[src/include/fpd_pkg.sv]
// Package for the fast-page DRAM controller: constants, timing and carrier types.
package fpd_pkg;

  // ----------------------------------------------------------------
  // Geometry
  // ----------------------------------------------------------------
  localparam int ADDR_W = 10;
  localparam int DATA_W = 16;
  localparam int ROWS = 1024;

  // ----------------------------------------------------------------
  // Timing (clock 25 MHz, 40 ns period)
  // ----------------------------------------------------------------
  localparam int CLK_NS = 40;
  localparam int POWERUP_US = 200;
  localparam int POWERUP_CYC = (POWERUP_US * 1000 + CLK_NS - 1) / CLK_NS;
  localparam int REFRESH_MS = 16;
  localparam int REFRESH_ROWS = 1024;
  // Longest spacing between refreshes, rounded down.
  localparam int REFRESH_CYC = (REFRESH_MS * 1000000 / REFRESH_ROWS) / CLK_NS;
  localparam int INIT_CYCLES = 8;
  localparam int FIFO_DEPTH = 8;

  // ----------------------------------------------------------------
  // Carrier types
  // ----------------------------------------------------------------
  typedef struct packed {
    logic wr;
    logic [1:0] lanes;
    logic [19:0] addr;
    logic [15:0] wdata;
  } fpd_req_s;

  typedef struct packed {
    logic row_strobe_n;
    logic low_lane_col_strobe_n;
    logic high_lane_col_strobe_n;
    logic write_strobe_n;
    logic out_gate_n;
    logic [9:0] addr_lines;
  } fpd_pins_s;

  typedef enum logic [3:0] {
    ST_POWERUP, ST_INIT_LOW, ST_INIT_HIGH, ST_IDLE, ST_ROW, ST_COL,
    ST_DATA, ST_PRECHARGE, ST_REF_CAS, ST_REF_RAS, ST_REF_END
  } fpd_state_e;

endpackage

[src/hw/fpd_ctrl.sv]
// Controller that drives a 1M x 16 fast-page DRAM through its pins.
//
// Overview of operation
// - Lower byte write: lower strobe low, upper high, write low, gate high.
// - Upper byte write: upper strobe low, lower high, write low, gate high.
// - Word write: both column strobes low, write low, gate high.
// - Issue 1024 refreshes, covering every row, in each 16 ms.
// - After power-up wait 200 us, then at least eight refresh cycles.
// - Row address is set before row strobe falls and held after it; the start-up row-only refreshes change it on the same edge.
`timescale 1ns/10ps
module fpd_ctrl
  import fpd_pkg::*;
#(
  parameter int POWERUP_WAIT = POWERUP_CYC,
  parameter int REFRESH_GAP = REFRESH_CYC
) (
  input wire logic core_clk,
  input wire logic rst,
  input wire fpd_req_s req_data,
  input wire logic req_valid,
  output logic req_ready,
  output logic [DATA_W-1:0] rd_data,
  output logic rd_valid,
  output logic ready_for_use,
  output fpd_pins_s pins,
  input wire logic [DATA_W-1:0] data_lines_in,
  output logic [DATA_W-1:0] data_lines_out,
  output logic [1:0] data_lines_oe
);

  initial begin
    // The wait counter is 18 bits and the refresh timer 16 bits wide.
    if (POWERUP_WAIT < 1 || POWERUP_WAIT > 262144 || REFRESH_GAP < 8 || REFRESH_GAP > 65535) begin
      $error("fpd_ctrl: timing parameters out of range");
    end
  end

  // ----------------------------------------------------------------
  // Request buffering
  // ----------------------------------------------------------------
  fpd_req_s head;
  logic head_valid;
  logic head_pop;

  fpd_fifo #(.WIDTH($bits(fpd_req_s)), .DEPTH(FIFO_DEPTH)) u_fifo (
    .core_clk(core_clk),
    .rst(rst),
    .in_data(req_data),
    .in_valid(req_valid),
    .in_ready(req_ready),
    .out_data(head),
    .out_valid(head_valid),
    .out_ready(head_pop)
  );

  // ----------------------------------------------------------------
  // Data lines are sampled through two flip-flops
  // ----------------------------------------------------------------
  logic [DATA_W-1:0] dq_meta_ff;
  logic [DATA_W-1:0] dq_sync_ff;

  always_ff @(posedge core_clk or posedge rst) begin
    if (rst) begin
      dq_meta_ff <= '0;
      dq_sync_ff <= '0;
    end else begin
      dq_meta_ff <= data_lines_in;
      dq_sync_ff <= dq_meta_ff;
    end
  end

  // ----------------------------------------------------------------
  // Sequencer
  // ----------------------------------------------------------------
  fpd_state_e state_ff;
  logic [17:0] wait_ff;
  logic [3:0] init_cnt_ff;
  logic [15:0] ref_timer_ff;
  logic ref_due_ff;
  fpd_req_s cur_ff;
  logic [1:0] sync_wait_ff;
  logic ref_start;

  assign ref_start = (state_ff == ST_IDLE) && ref_due_ff;
  // Refresh wins over a waiting access, so no row ever misses its slot.
  assign head_pop = (state_ff == ST_IDLE) && !ref_due_ff && head_valid;

  // Refresh interval timer; a request from the timer stays pending until served.
  always_ff @(posedge core_clk or posedge rst) begin
    if (rst) begin
      ref_timer_ff <= '0;
      ref_due_ff <= 1'b0;
    end else begin
      if (ref_timer_ff == 16'(REFRESH_GAP - 1)) begin
        ref_timer_ff <= '0;
      end else begin
        ref_timer_ff <= ref_timer_ff + 1'b1;
      end
      if (ref_timer_ff == 16'(REFRESH_GAP - 1)) begin
        ref_due_ff <= 1'b1;
      end else if (ref_start) begin
        ref_due_ff <= 1'b0;
      end
    end
  end

  always_ff @(posedge core_clk or posedge rst) begin
    if (rst) begin
      state_ff <= ST_POWERUP;
      wait_ff <= '0;
      init_cnt_ff <= '0;
      cur_ff <= '0;
      sync_wait_ff <= '0;
    end else begin
      case (state_ff)
        ST_POWERUP: begin
          if (wait_ff == 18'(POWERUP_WAIT - 1)) begin
            state_ff <= ST_INIT_LOW;
          end else begin
            wait_ff <= wait_ff + 1'b1;
          end
        end
        ST_INIT_LOW: begin
          state_ff <= ST_INIT_HIGH;
        end
        ST_INIT_HIGH: begin
          init_cnt_ff <= init_cnt_ff + 1'b1;
          if (init_cnt_ff == 4'(INIT_CYCLES - 1)) begin
            state_ff <= ST_IDLE;
          end else begin
            state_ff <= ST_INIT_LOW;
          end
        end
        ST_IDLE: begin
          if (ref_due_ff) begin
            state_ff <= ST_REF_CAS;
          end else if (head_valid) begin
            cur_ff <= head;
            state_ff <= ST_ROW;
          end
        end
        ST_ROW: begin
          state_ff <= ST_COL;
        end
        ST_COL: begin
          sync_wait_ff <= '0;
          state_ff <= ST_DATA;
        end
        ST_DATA: begin
          // Reads hold the column strobes until the synchroniser has the data.
          if (cur_ff.wr || sync_wait_ff == 2'd2) begin
            state_ff <= ST_PRECHARGE;
          end else begin
            sync_wait_ff <= sync_wait_ff + 1'b1;
          end
        end
        ST_PRECHARGE: begin
          state_ff <= ST_IDLE;
        end
        ST_REF_CAS: begin
          state_ff <= ST_REF_RAS;
        end
        ST_REF_RAS: begin
          state_ff <= ST_REF_END;
        end
        ST_REF_END: begin
          state_ff <= ST_IDLE;
        end
        default: begin
          state_ff <= ST_IDLE;
        end
      endcase
    end
  end

  // ----------------------------------------------------------------
  // Pin drive, all from flip-flops
  // ----------------------------------------------------------------
  always_ff @(posedge core_clk or posedge rst) begin
    if (rst) begin
      pins <= '{1'b1, 1'b1, 1'b1, 1'b1, 1'b1, 10'h000};
      data_lines_out <= '0;
      data_lines_oe <= 2'b00;
    end else begin
      pins.row_strobe_n <= 1'b1;
      pins.low_lane_col_strobe_n <= 1'b1;
      pins.high_lane_col_strobe_n <= 1'b1;
      pins.write_strobe_n <= 1'b1;
      pins.out_gate_n <= 1'b1;
      data_lines_oe <= 2'b00;
      case (state_ff)
        ST_INIT_LOW: begin
          // Row-only refresh for the start-up cycles.
          pins.row_strobe_n <= 1'b0;
          pins.addr_lines <= {6'h00, init_cnt_ff};
        end
        ST_IDLE: begin
          if (ref_due_ff) begin
            // Column strobes lead the row strobe, so the memory uses its own row counter.
            pins.low_lane_col_strobe_n <= 1'b0;
            pins.high_lane_col_strobe_n <= 1'b0;
          end else if (head_valid) begin
            pins.addr_lines <= head.addr[19:10];
          end
        end
        ST_ROW: begin
          pins.row_strobe_n <= 1'b0;
          pins.write_strobe_n <= !cur_ff.wr;
          data_lines_out <= cur_ff.wdata;
        end
        ST_COL, ST_DATA: begin
          // One column pulse per opened row; page bursts are never issued.
          pins.row_strobe_n <= 1'b0;
          pins.addr_lines <= cur_ff.addr[9:0];
          pins.low_lane_col_strobe_n <= !cur_ff.lanes[0];
          pins.high_lane_col_strobe_n <= !cur_ff.lanes[1];
          pins.write_strobe_n <= !cur_ff.wr;
          pins.out_gate_n <= cur_ff.wr;
          if (cur_ff.wr) begin
            data_lines_oe <= cur_ff.lanes;
          end
          if (state_ff == ST_DATA && (cur_ff.wr || sync_wait_ff == 2'd2)) begin
            pins.low_lane_col_strobe_n <= 1'b1;
            pins.high_lane_col_strobe_n <= 1'b1;
            pins.out_gate_n <= 1'b1;
            pins.write_strobe_n <= 1'b1;
            data_lines_oe <= 2'b00;
          end
        end
        ST_REF_CAS: begin
          pins.low_lane_col_strobe_n <= 1'b0;
          pins.high_lane_col_strobe_n <= 1'b0;
        end
        ST_REF_RAS: begin
          pins.row_strobe_n <= 1'b0;
          pins.low_lane_col_strobe_n <= 1'b0;
          pins.high_lane_col_strobe_n <= 1'b0;
        end
        default: begin
        end
      endcase
    end
  end

  // ----------------------------------------------------------------
  // Read return and readiness
  // ----------------------------------------------------------------
  always_ff @(posedge core_clk or posedge rst) begin
    if (rst) begin
      rd_data <= '0;
      rd_valid <= 1'b0;
      ready_for_use <= 1'b0;
    end else begin
      rd_valid <= 1'b0;
      if (state_ff == ST_DATA && !cur_ff.wr && sync_wait_ff == 2'd2) begin
        rd_data[7:0] <= cur_ff.lanes[0] ? dq_sync_ff[7:0] : 8'h00;
        rd_data[15:8] <= cur_ff.lanes[1] ? dq_sync_ff[15:8] : 8'h00;
        rd_valid <= 1'b1;
      end
      if (state_ff == ST_IDLE) begin
        ready_for_use <= 1'b1;
      end
    end
  end

endmodule

[src/hw/fpd_fifo.sv]
// Request FIFO for the DRAM controller, flip-flop storage.
`timescale 1ns/10ps
module fpd_fifo #(
  parameter int WIDTH = 39,
  parameter int DEPTH = 8
) (
  input wire logic core_clk,
  input wire logic rst,
  input wire logic [WIDTH-1:0] in_data,
  input wire logic in_valid,
  output logic in_ready,
  output logic [WIDTH-1:0] out_data,
  output logic out_valid,
  input wire logic out_ready
);
  localparam int PW = $clog2(DEPTH);

  initial begin
    if (DEPTH < 2 || (1 << PW) != DEPTH) begin
      $error("fpd_fifo: DEPTH must be a power of two, at least 2");
    end
  end

  logic [WIDTH-1:0] mem_ff [DEPTH];
  logic [PW-1:0] wr_ptr_ff;
  logic [PW-1:0] rd_ptr_ff;
  logic [PW:0] count_ff;
  logic push;
  logic pop;

  assign in_ready = (count_ff != (PW+1)'(DEPTH));
  assign out_valid = (count_ff != '0);
  assign push = in_valid && in_ready;
  assign pop = out_valid && out_ready;
  assign out_data = mem_ff[rd_ptr_ff];

  always_ff @(posedge core_clk) begin
    if (push) begin
      mem_ff[wr_ptr_ff] <= in_data;
    end
  end

  always_ff @(posedge core_clk or posedge rst) begin
    if (rst) begin
      wr_ptr_ff <= '0;
      rd_ptr_ff <= '0;
      count_ff <= '0;
    end else begin
      if (push) begin
        wr_ptr_ff <= wr_ptr_ff + 1'b1;
      end
      if (pop) begin
        rd_ptr_ff <= rd_ptr_ff + 1'b1;
      end
      if (push && !pop) begin
        count_ff <= count_ff + 1'b1;
      end else if (pop && !push) begin
        count_ff <= count_ff - 1'b1;
      end
    end
  end
endmodule

[config.mk]
export PLATFORM = sky130hd
export DESIGN_NAME = fpd_ctrl
export DESIGN_NICKNAME = d
export VERILOG_FILES = /design/src/include/fpd_pkg.sv /design/src/hw/fpd_ctrl.sv /design/src/hw/fpd_fifo.sv
export SDC_FILE = /design/constraint.sdc
export NUM_CORES = 1
export LEC_CHECK = 0
export BUFFER_PORTS_ARGS = -buffer_cell sky130_fd_sc_hd__buf_2
export CORE_MARGIN = 1
export CORE_UTILIZATION = 40
export CTS_BUF_LIST = sky130_fd_sc_hd__clkbuf_2
export DETAILED_ROUTE_END_ITERATION = 10
export HOLD_SLACK_MARGIN = 0.15
export PLACE_DENSITY_LB_ADDON = 0.05
export SLEW_MARGIN = 20
export SYNTH_ARGS = -nofsm -noshare
export SYNTH_HDL_FRONTEND = slang
export SYNTH_SLANG_ARGS = --single-unit
[constraint.sdc]
create_clock -name core_clk -period 7.1 [get_ports core_clk]
set_input_delay 0.71 -clock core_clk [delete_from_list [all_inputs] [get_ports core_clk]]
set_output_delay 0.71 -clock core_clk [all_outputs]
set_load 0.01 [all_outputs]
== Word level (Yosys, flattened, before mapping) ==
Memories as Yosys holds them, arrays and structs flattened.
Cells that the tools add are included.
Storage, ports and cells
  register bits after elaboration: 167
  ROM bits: 0
  output and inout bits: 52
  latch bits: 0
  memories kept: 1
  RAM bits: 312
  input bits: 58
Operators by class
  reductions and logical operators: 31
  $mul: 0
  multiplexer cells: 30
  bitwise gates (word level): 2
  div/mod/pow operators: 0
  shift-type cells: 0
  equal/unequal tests: 19
  $lt $le $gt $ge: 0
  add/subtract/negate cells: 8
Memories
  u_fifo.mem_ff: words 8, width 39, rd ports 1, clocked after memory_dff 0, wr ports 1, RTL line fpd_fifo.sv:24  | logic [WIDTH-1:0] mem_ff [DEPTH];
Operator list (number)
  4-bit one-hot mux with 9 select lines: 1
  10-bit one-hot mux with 3 select lines: 1
  4-bit 2-to-1 mux: 7
  10-bit 2-to-1 mux: 2
  18-bit by 1-bit adder with 18-bit output (second input constant): 1
  18-bit by 13-bit == test with 1-bit output (second input constant): 1
  16-bit by 1-bit adder with 16-bit output (second input constant): 1
  16-bit by 9-bit == test with 1-bit output (second input constant): 1
  4-bit by 3-bit == test with 1-bit output (second input constant): 4
  16-bit 2-to-1 mux: 1
  8-bit 2-to-1 mux: 2
  2-bit 2-to-1 mux: 6
  1-bit logical AND: 10
  2-bit != test (second input constant): 5
  3-bit AND reduction: 3
  4-bit by 1-bit adder with 4-bit output (second input constant): 2
  4-bit by 2-bit == test with 1-bit output (second input constant): 2
  4-bit == test (second input constant): 2
  1-bit 2-to-1 mux: 7
  3-bit by 1-bit adder with 3-bit output (second input constant): 2
  1-bit logical NOT: 6
  2-bit one-hot mux with 3 select lines: 1
  2-bit nonzero test: 3
  5-bit OR reduction: 1
  15 further kinds: 18

== Longest topological paths before layout ==
  word-level depth: 7
  depth in mapped cells: 12
  gate-level depth less buffers: 10

== Modules after synthesis ==
A second synthesis with hierarchy kept.
Unflattened totals
  cell total of the unflattened synthesis: 993
  area total of the unflattened synthesis: 18524.0 um^2
Modules (own cells, without submodules)
  fpd_fifo: seq. area each 9619.2 um^2, area each 12353.1 um^2, cells an instance 514, instances 1
  fpd_ctrl: seq. area each 3935.0 um^2, area each 6170.9 um^2, cells an instance 479, instances 1

== Worst setup path before layout ==
No wires, ideal clock.
  path type: input to register
  from: in req_valid
  to: mem u_fifo.mem_ff[0][0] (enable)
  buffers on the path: 0
  arrival time: 3.691 ns
  stages on the path: 4
  path slack: 2.925 ns
  cell sequence: nand2_1 -> inv_1 -> nand2b_1 -> nor3_1
Between the ends
  cells in the longest elaborated chain, start to end: 3
Ends and longest elaborated chain
  from (decl): RTL line fpd_ctrl.sv:20  | input wire logic req_valid,
  1-bit logical AND: RTL line fpd_fifo.sv:33  | assign push = in_valid && in_ready;
  net u_fifo.push: RTL line fpd_fifo.sv:28  | logic push;
  1-bit 2-to-1 mux: RTL line fpd_fifo.sv:38  | if (push) begin
  1-bit 2-to-1 mux (implied by the code): RTL line fpd_fifo.sv:39  | mem_ff[wr_ptr_ff] <= in_data;
  to (decl): RTL line fpd_fifo.sv:24
The timed path passes the listed nets, and every way through them passes these cells.

== Final worst setup path ==
  from: reg state_ff[0]
  to: reg u_fifo.count_ff[3]
Between the ends
  cells in the longest elaborated chain, start to end: 7
  elaborated cells between the ends (all ways): 9
Ends and longest elaborated chain
  from (decl): RTL line fpd_ctrl.sv:75  | fpd_state_e state_ff;
  from (signal assigned): RTL line fpd_ctrl.sv:109  | state_ff <= ST_POWERUP;
  from (signal assigned): RTL line fpd_ctrl.sv:118  | state_ff <= ST_INIT_LOW;
  from (signal assigned): RTL line fpd_ctrl.sv:124  | state_ff <= ST_INIT_HIGH;
  4-bit by 2-bit == test with 1-bit output (*): RTL line fpd_ctrl.sv:86  | assign head_pop = (state_ff == ST_IDLE) && !ref_due_ff && head_valid;
  1-bit logical AND (*) (2 in a row): RTL line fpd_ctrl.sv:86
  1-bit logical AND (*): RTL line fpd_fifo.sv:34  | assign pop = out_valid && out_ready;
  1-bit logical NOT: RTL line fpd_fifo.sv:55  | if (push && !pop) begin
  1-bit logical AND: RTL line fpd_fifo.sv:55
  4-bit 2-to-1 mux / 2-bit nonzero test (equally long branches)
  to (signal assigned): RTL line fpd_fifo.sv:56  | count_ff <= count_ff + 1'b1;
  to (signal assigned): RTL line fpd_fifo.sv:58  | count_ff <= count_ff - 1'b1;
  to (decl): RTL line fpd_fifo.sv:27  | logic [PW:0] count_ff;
Every way passes the cells marked *; elsewhere a longest branch is shown, timed or not.
A chain may end at the register's enable or synchronous reset.

==> run_results.csv <==
group,metric,value,unit
final_layout,area_delta_synth_final,20.0,%
timing,fin_ws,3.59,ns
flow_run,drv_cap,0,
synth,yosysMostFrequentCell,"edfxtp_1",
pwr,p_leak,8.48,nW
timing,maxSlewHeadroom,30.2,%
route,final_antenna_net_count,0,
synth,synth_fp_nets,1124,
synth,synth_enable_flop_cells,312,
route,drc_errors,0,
clock_tree,cts.sinks,479,
placement,globalplace.congestion,0.704,
timing,fin_crit,3.51,ns
pwr,peakVddDrop,0.155,mV
setup_path,critPathKind,"flip-flop to flip-flop",
clock_tree,cts_tree,"built",
synth,netlist_area,18400,um^2
placement,dpl_worst_slack,3.61,ns
timing,maxSlewViolCount,0,
synth,synth.top_cell.area_share,50.8,%
clock_tree,cts_buffers,133,
synth,synthFlopType,"edfxtp_1",
route,routed_wl,40600,um
placement,io_buffers,109,
floorplanning,start_util,40.6,%
synth,synth.avg_cell_area,17.5,um^2
synth,syn_inst,1055,
synth,synthTopCellsByArea,"edfxtp_1 51%, dfrtp_1 22%, mux4_2 8.1%, mux2_2 3.1%, mux2i_1 2.1%",
synth,synthArstFlopShare,34.9,%
synth,synth_largest_area_cell,"edfxtp_1",
synth,yosysWarnings,0,
synth,ys_types,59,
placement,hpwl,20800,um
placement,dp_cells,1731,
route,vias,10300,
timing,finalSetupViolCount,0,
setup_path,critPathTopFamily,"simple AND/OR/NAND/NOR gates",
timing,rsz0062_at_grt,"false",
clock_tree,insertion_delay,1.24,ns
floorplanning,die_h,217,um
route,firstDrtPassIters,4,
worst_hold_path,hold_path.class,"input port to flip-flop",
global_routing,antenna_found_initial,3,
timing,hold-worst-slack,0.347,ns
timing,setup_tns,0,ns
floorplanning,core,45400,um^2
global_routing,grt_pass1_wl,63000,um
pwr,p_per_area,272,nW/um^2
floorplanning,ios,110,
setup_path,cp_cell_sequence,"nand4bb_1, nor3_4, inv_1, ha_1, inv_1, ha_1, a21o_1, a21oi_1, mux2i_1, xnor2_1",
route,wl_per_cell,19.4,um
synth,synthTopCellsByCount,"312 x edfxtp_1, 162 x dfrtp_1, 66 x mux4_2",
clock_tree,cts_buffer_depth,3,
timing,finClkSkew,0.0797,ns
route,avgViaCountPerCell,4.92,
run_status,outcome,"complete, no violations",
final_layout,final_cells,2086,
setup_path,critical-path-max-stage-delay,0.91,ns
setup_path,cp.buffers_inverters,2,
floorplanning,die_w,217,um
setup_path,start_kind,"flip-flop",
setup_path,crit_fanout,28,
route,first_iter_violations,546,
final_layout,fin_nets,1447,
timing,max_freq,285,MHz
floorplanning,dieArea,46900,um^2
timing,worst_slew_pin_slew,1.05,ns
floorplanning,core.rowCount,78,
global_routing,grt_max_degree,110,
timing,min_period_over_period,49.4,%
global_routing,grt_usage,18.2,%
clock_tree,htreeDepth,4,
clock_tree,cts_resized,0,
global_routing,grt_pass1_vias,10900,
global_routing,grt-ovfl-total,0,
clock_tree,cts_root_buffer,"clkbuf_2",
synth,ys_seq_elements,479,
setup_path,cp_data_arrival_time,4.63,ns
setup_path,end_kind,"flip-flop",
timing,finalHoldViolations,0,
setup_path,slowest_stage,"dfrtp_1",
synth,ys_seq_area_share,73.6,%
pwr,power.total,0.00600,W
final_layout,layout-drive-gt1-share,32.9,%
clock_tree,path_clk_slew,0.10,ns
setup_path,worstPathRequired,8.22,ns
layout by cell type, fill, tap and decap left out, types with 3 or more instances in the layout:
master,netlist,final
dfstp_2,5,5
and3_1,6,6
nand4_1,7,7
o21ai_0,27,27
nor2_4,0,6
ha_1,10,10
and4_1,5,5
mux2i_1,38,38
xor2_1,14,14
nand2_1,65,65
nor2b_1,3,3
o22ai_1,12,12
inv_1,14,13
edfxtp_1,312,312
o221ai_1,4,4
nor4_1,4,4
nor3_1,12,10
nand2b_1,8,8
bufinv_16,0,5
nor4b_1,4,4
buf_2,20,109
inv_2,0,4
clkinv_2,0,4
o31ai_1,6,6
a21oi_1,32,32
clkinv_1,0,21
dfrtp_1,162,159
nand3_1,18,18
dlygate4sd3_1,0,112
buf_4,4,16
mux4_2,66,66
mux2_2,50,50
nor2_1,55,49
o211ai_1,7,7
clkbuf_2,0,207
xnor2_1,27,27
flip-flops by register name, indices dropped and copies added (netlist names):
| signal | count |
|---|---|
| wait_ff | 18 |
| u_fifo.mem_ff | 312 |
| ready_for_use | 1 |
| data_lines_oe | 2 |
| rd_data | 16 |
| pins | 15 |
| init_cnt_ff | 4 |
| state_ff | 4 |
| ref_timer_ff | 16 |
| u_fifo.rd_ptr_ff | 3 |
| cur_ff | 29 |
| dq_meta_ff | 16 |
| dq_sync_ff | 16 |
| data_lines_out | 16 |
| ref_due_ff | 1 |
| u_fifo.count_ff | 4 |
| u_fifo.wr_ptr_ff | 3 |
| rd_valid | 1 |
| sync_wait_ff | 2 |
cell type report:
class	count	area, um^2
Inverter	14	60.1
Clock buffer	207	1040
Tap cell	600	751
Sequential cell	479	13600
Antenna cell	2	5.00
Multi-Input combinational cell	513	4650
Clock inverter	34	264
Timing Repair Buffer	237	1790
Fill cell	3991	23300
path summary, 6_finish.rpt:
check                               startpoint                    to  slack (ns)  cells after the start
worst max-delay path               state_ff[0]    u_fifo.count_ff[3]        3.59                     10
max in group asynchronous                  rst             cur_ff[4]        4.93                      5
worst min-delay path              req_data[31]  u_fifo.mem_ff[3][31]        0.35                      2
worst min register to register  dq_meta_ff[12]        dq_sync_ff[12]        0.35                      0
min in group asynchronous                  rst      data_lines_oe[1]        0.80                      4
worst max register to register     state_ff[0]    u_fifo.count_ff[3]        3.59                     10
per-stage QoR:
| stage | utilization [%] | instance area [um^2] |
|---|---|---|
| floorplan | - | 18400 |
| global placement | 43.4 | 19700 |
| detailed placement | 43.4 | 19700 |
| CTS | 48.7 | 22100 |
| global route | 48.7 | 22100 |
| finish | 48.7 | 22100 |
power by group:
part           leakage [nW]  total [W]  internal, W  switching (W)
clock                 0.996    0.00209     0.000953        0.00113
combinational          2.46   0.000553     0.000201       0.000352
sequential             5.03    0.00336      0.00328      0.0000805
kinds of logic after synthesis:
| group | synth area share (%) |
|---|---|
| and+or+nand+nor | 5.57 |
| muxes | 13.2 |
| AOI/OAI and AO/OA | 3.36 |
| buffers and inverters | 1.58 |
| DFF | 73.6 |
| adders and majority gates | 0.788 |
| xor gates and xnor gates | 1.95 |
metal layers:
layer / vias to the layer above / wire [um] / global-route usage (%)
li1: 4800 / - / -
met1: 5204 / 18300 / 22.8
met2: 207 / 19700 / 29.2
met3: 56 / 1820 / 5.59
met4: 2 / 745 / 7.70
met5: - / 17 / 0
what timing repair did:
item | in CTS | in global routing
endpoints found under the hold margin | 443 | 0
buffers inserted | 0 | 0
hold buffers | 112 | 0
Power figures use the tool's default switching activity.
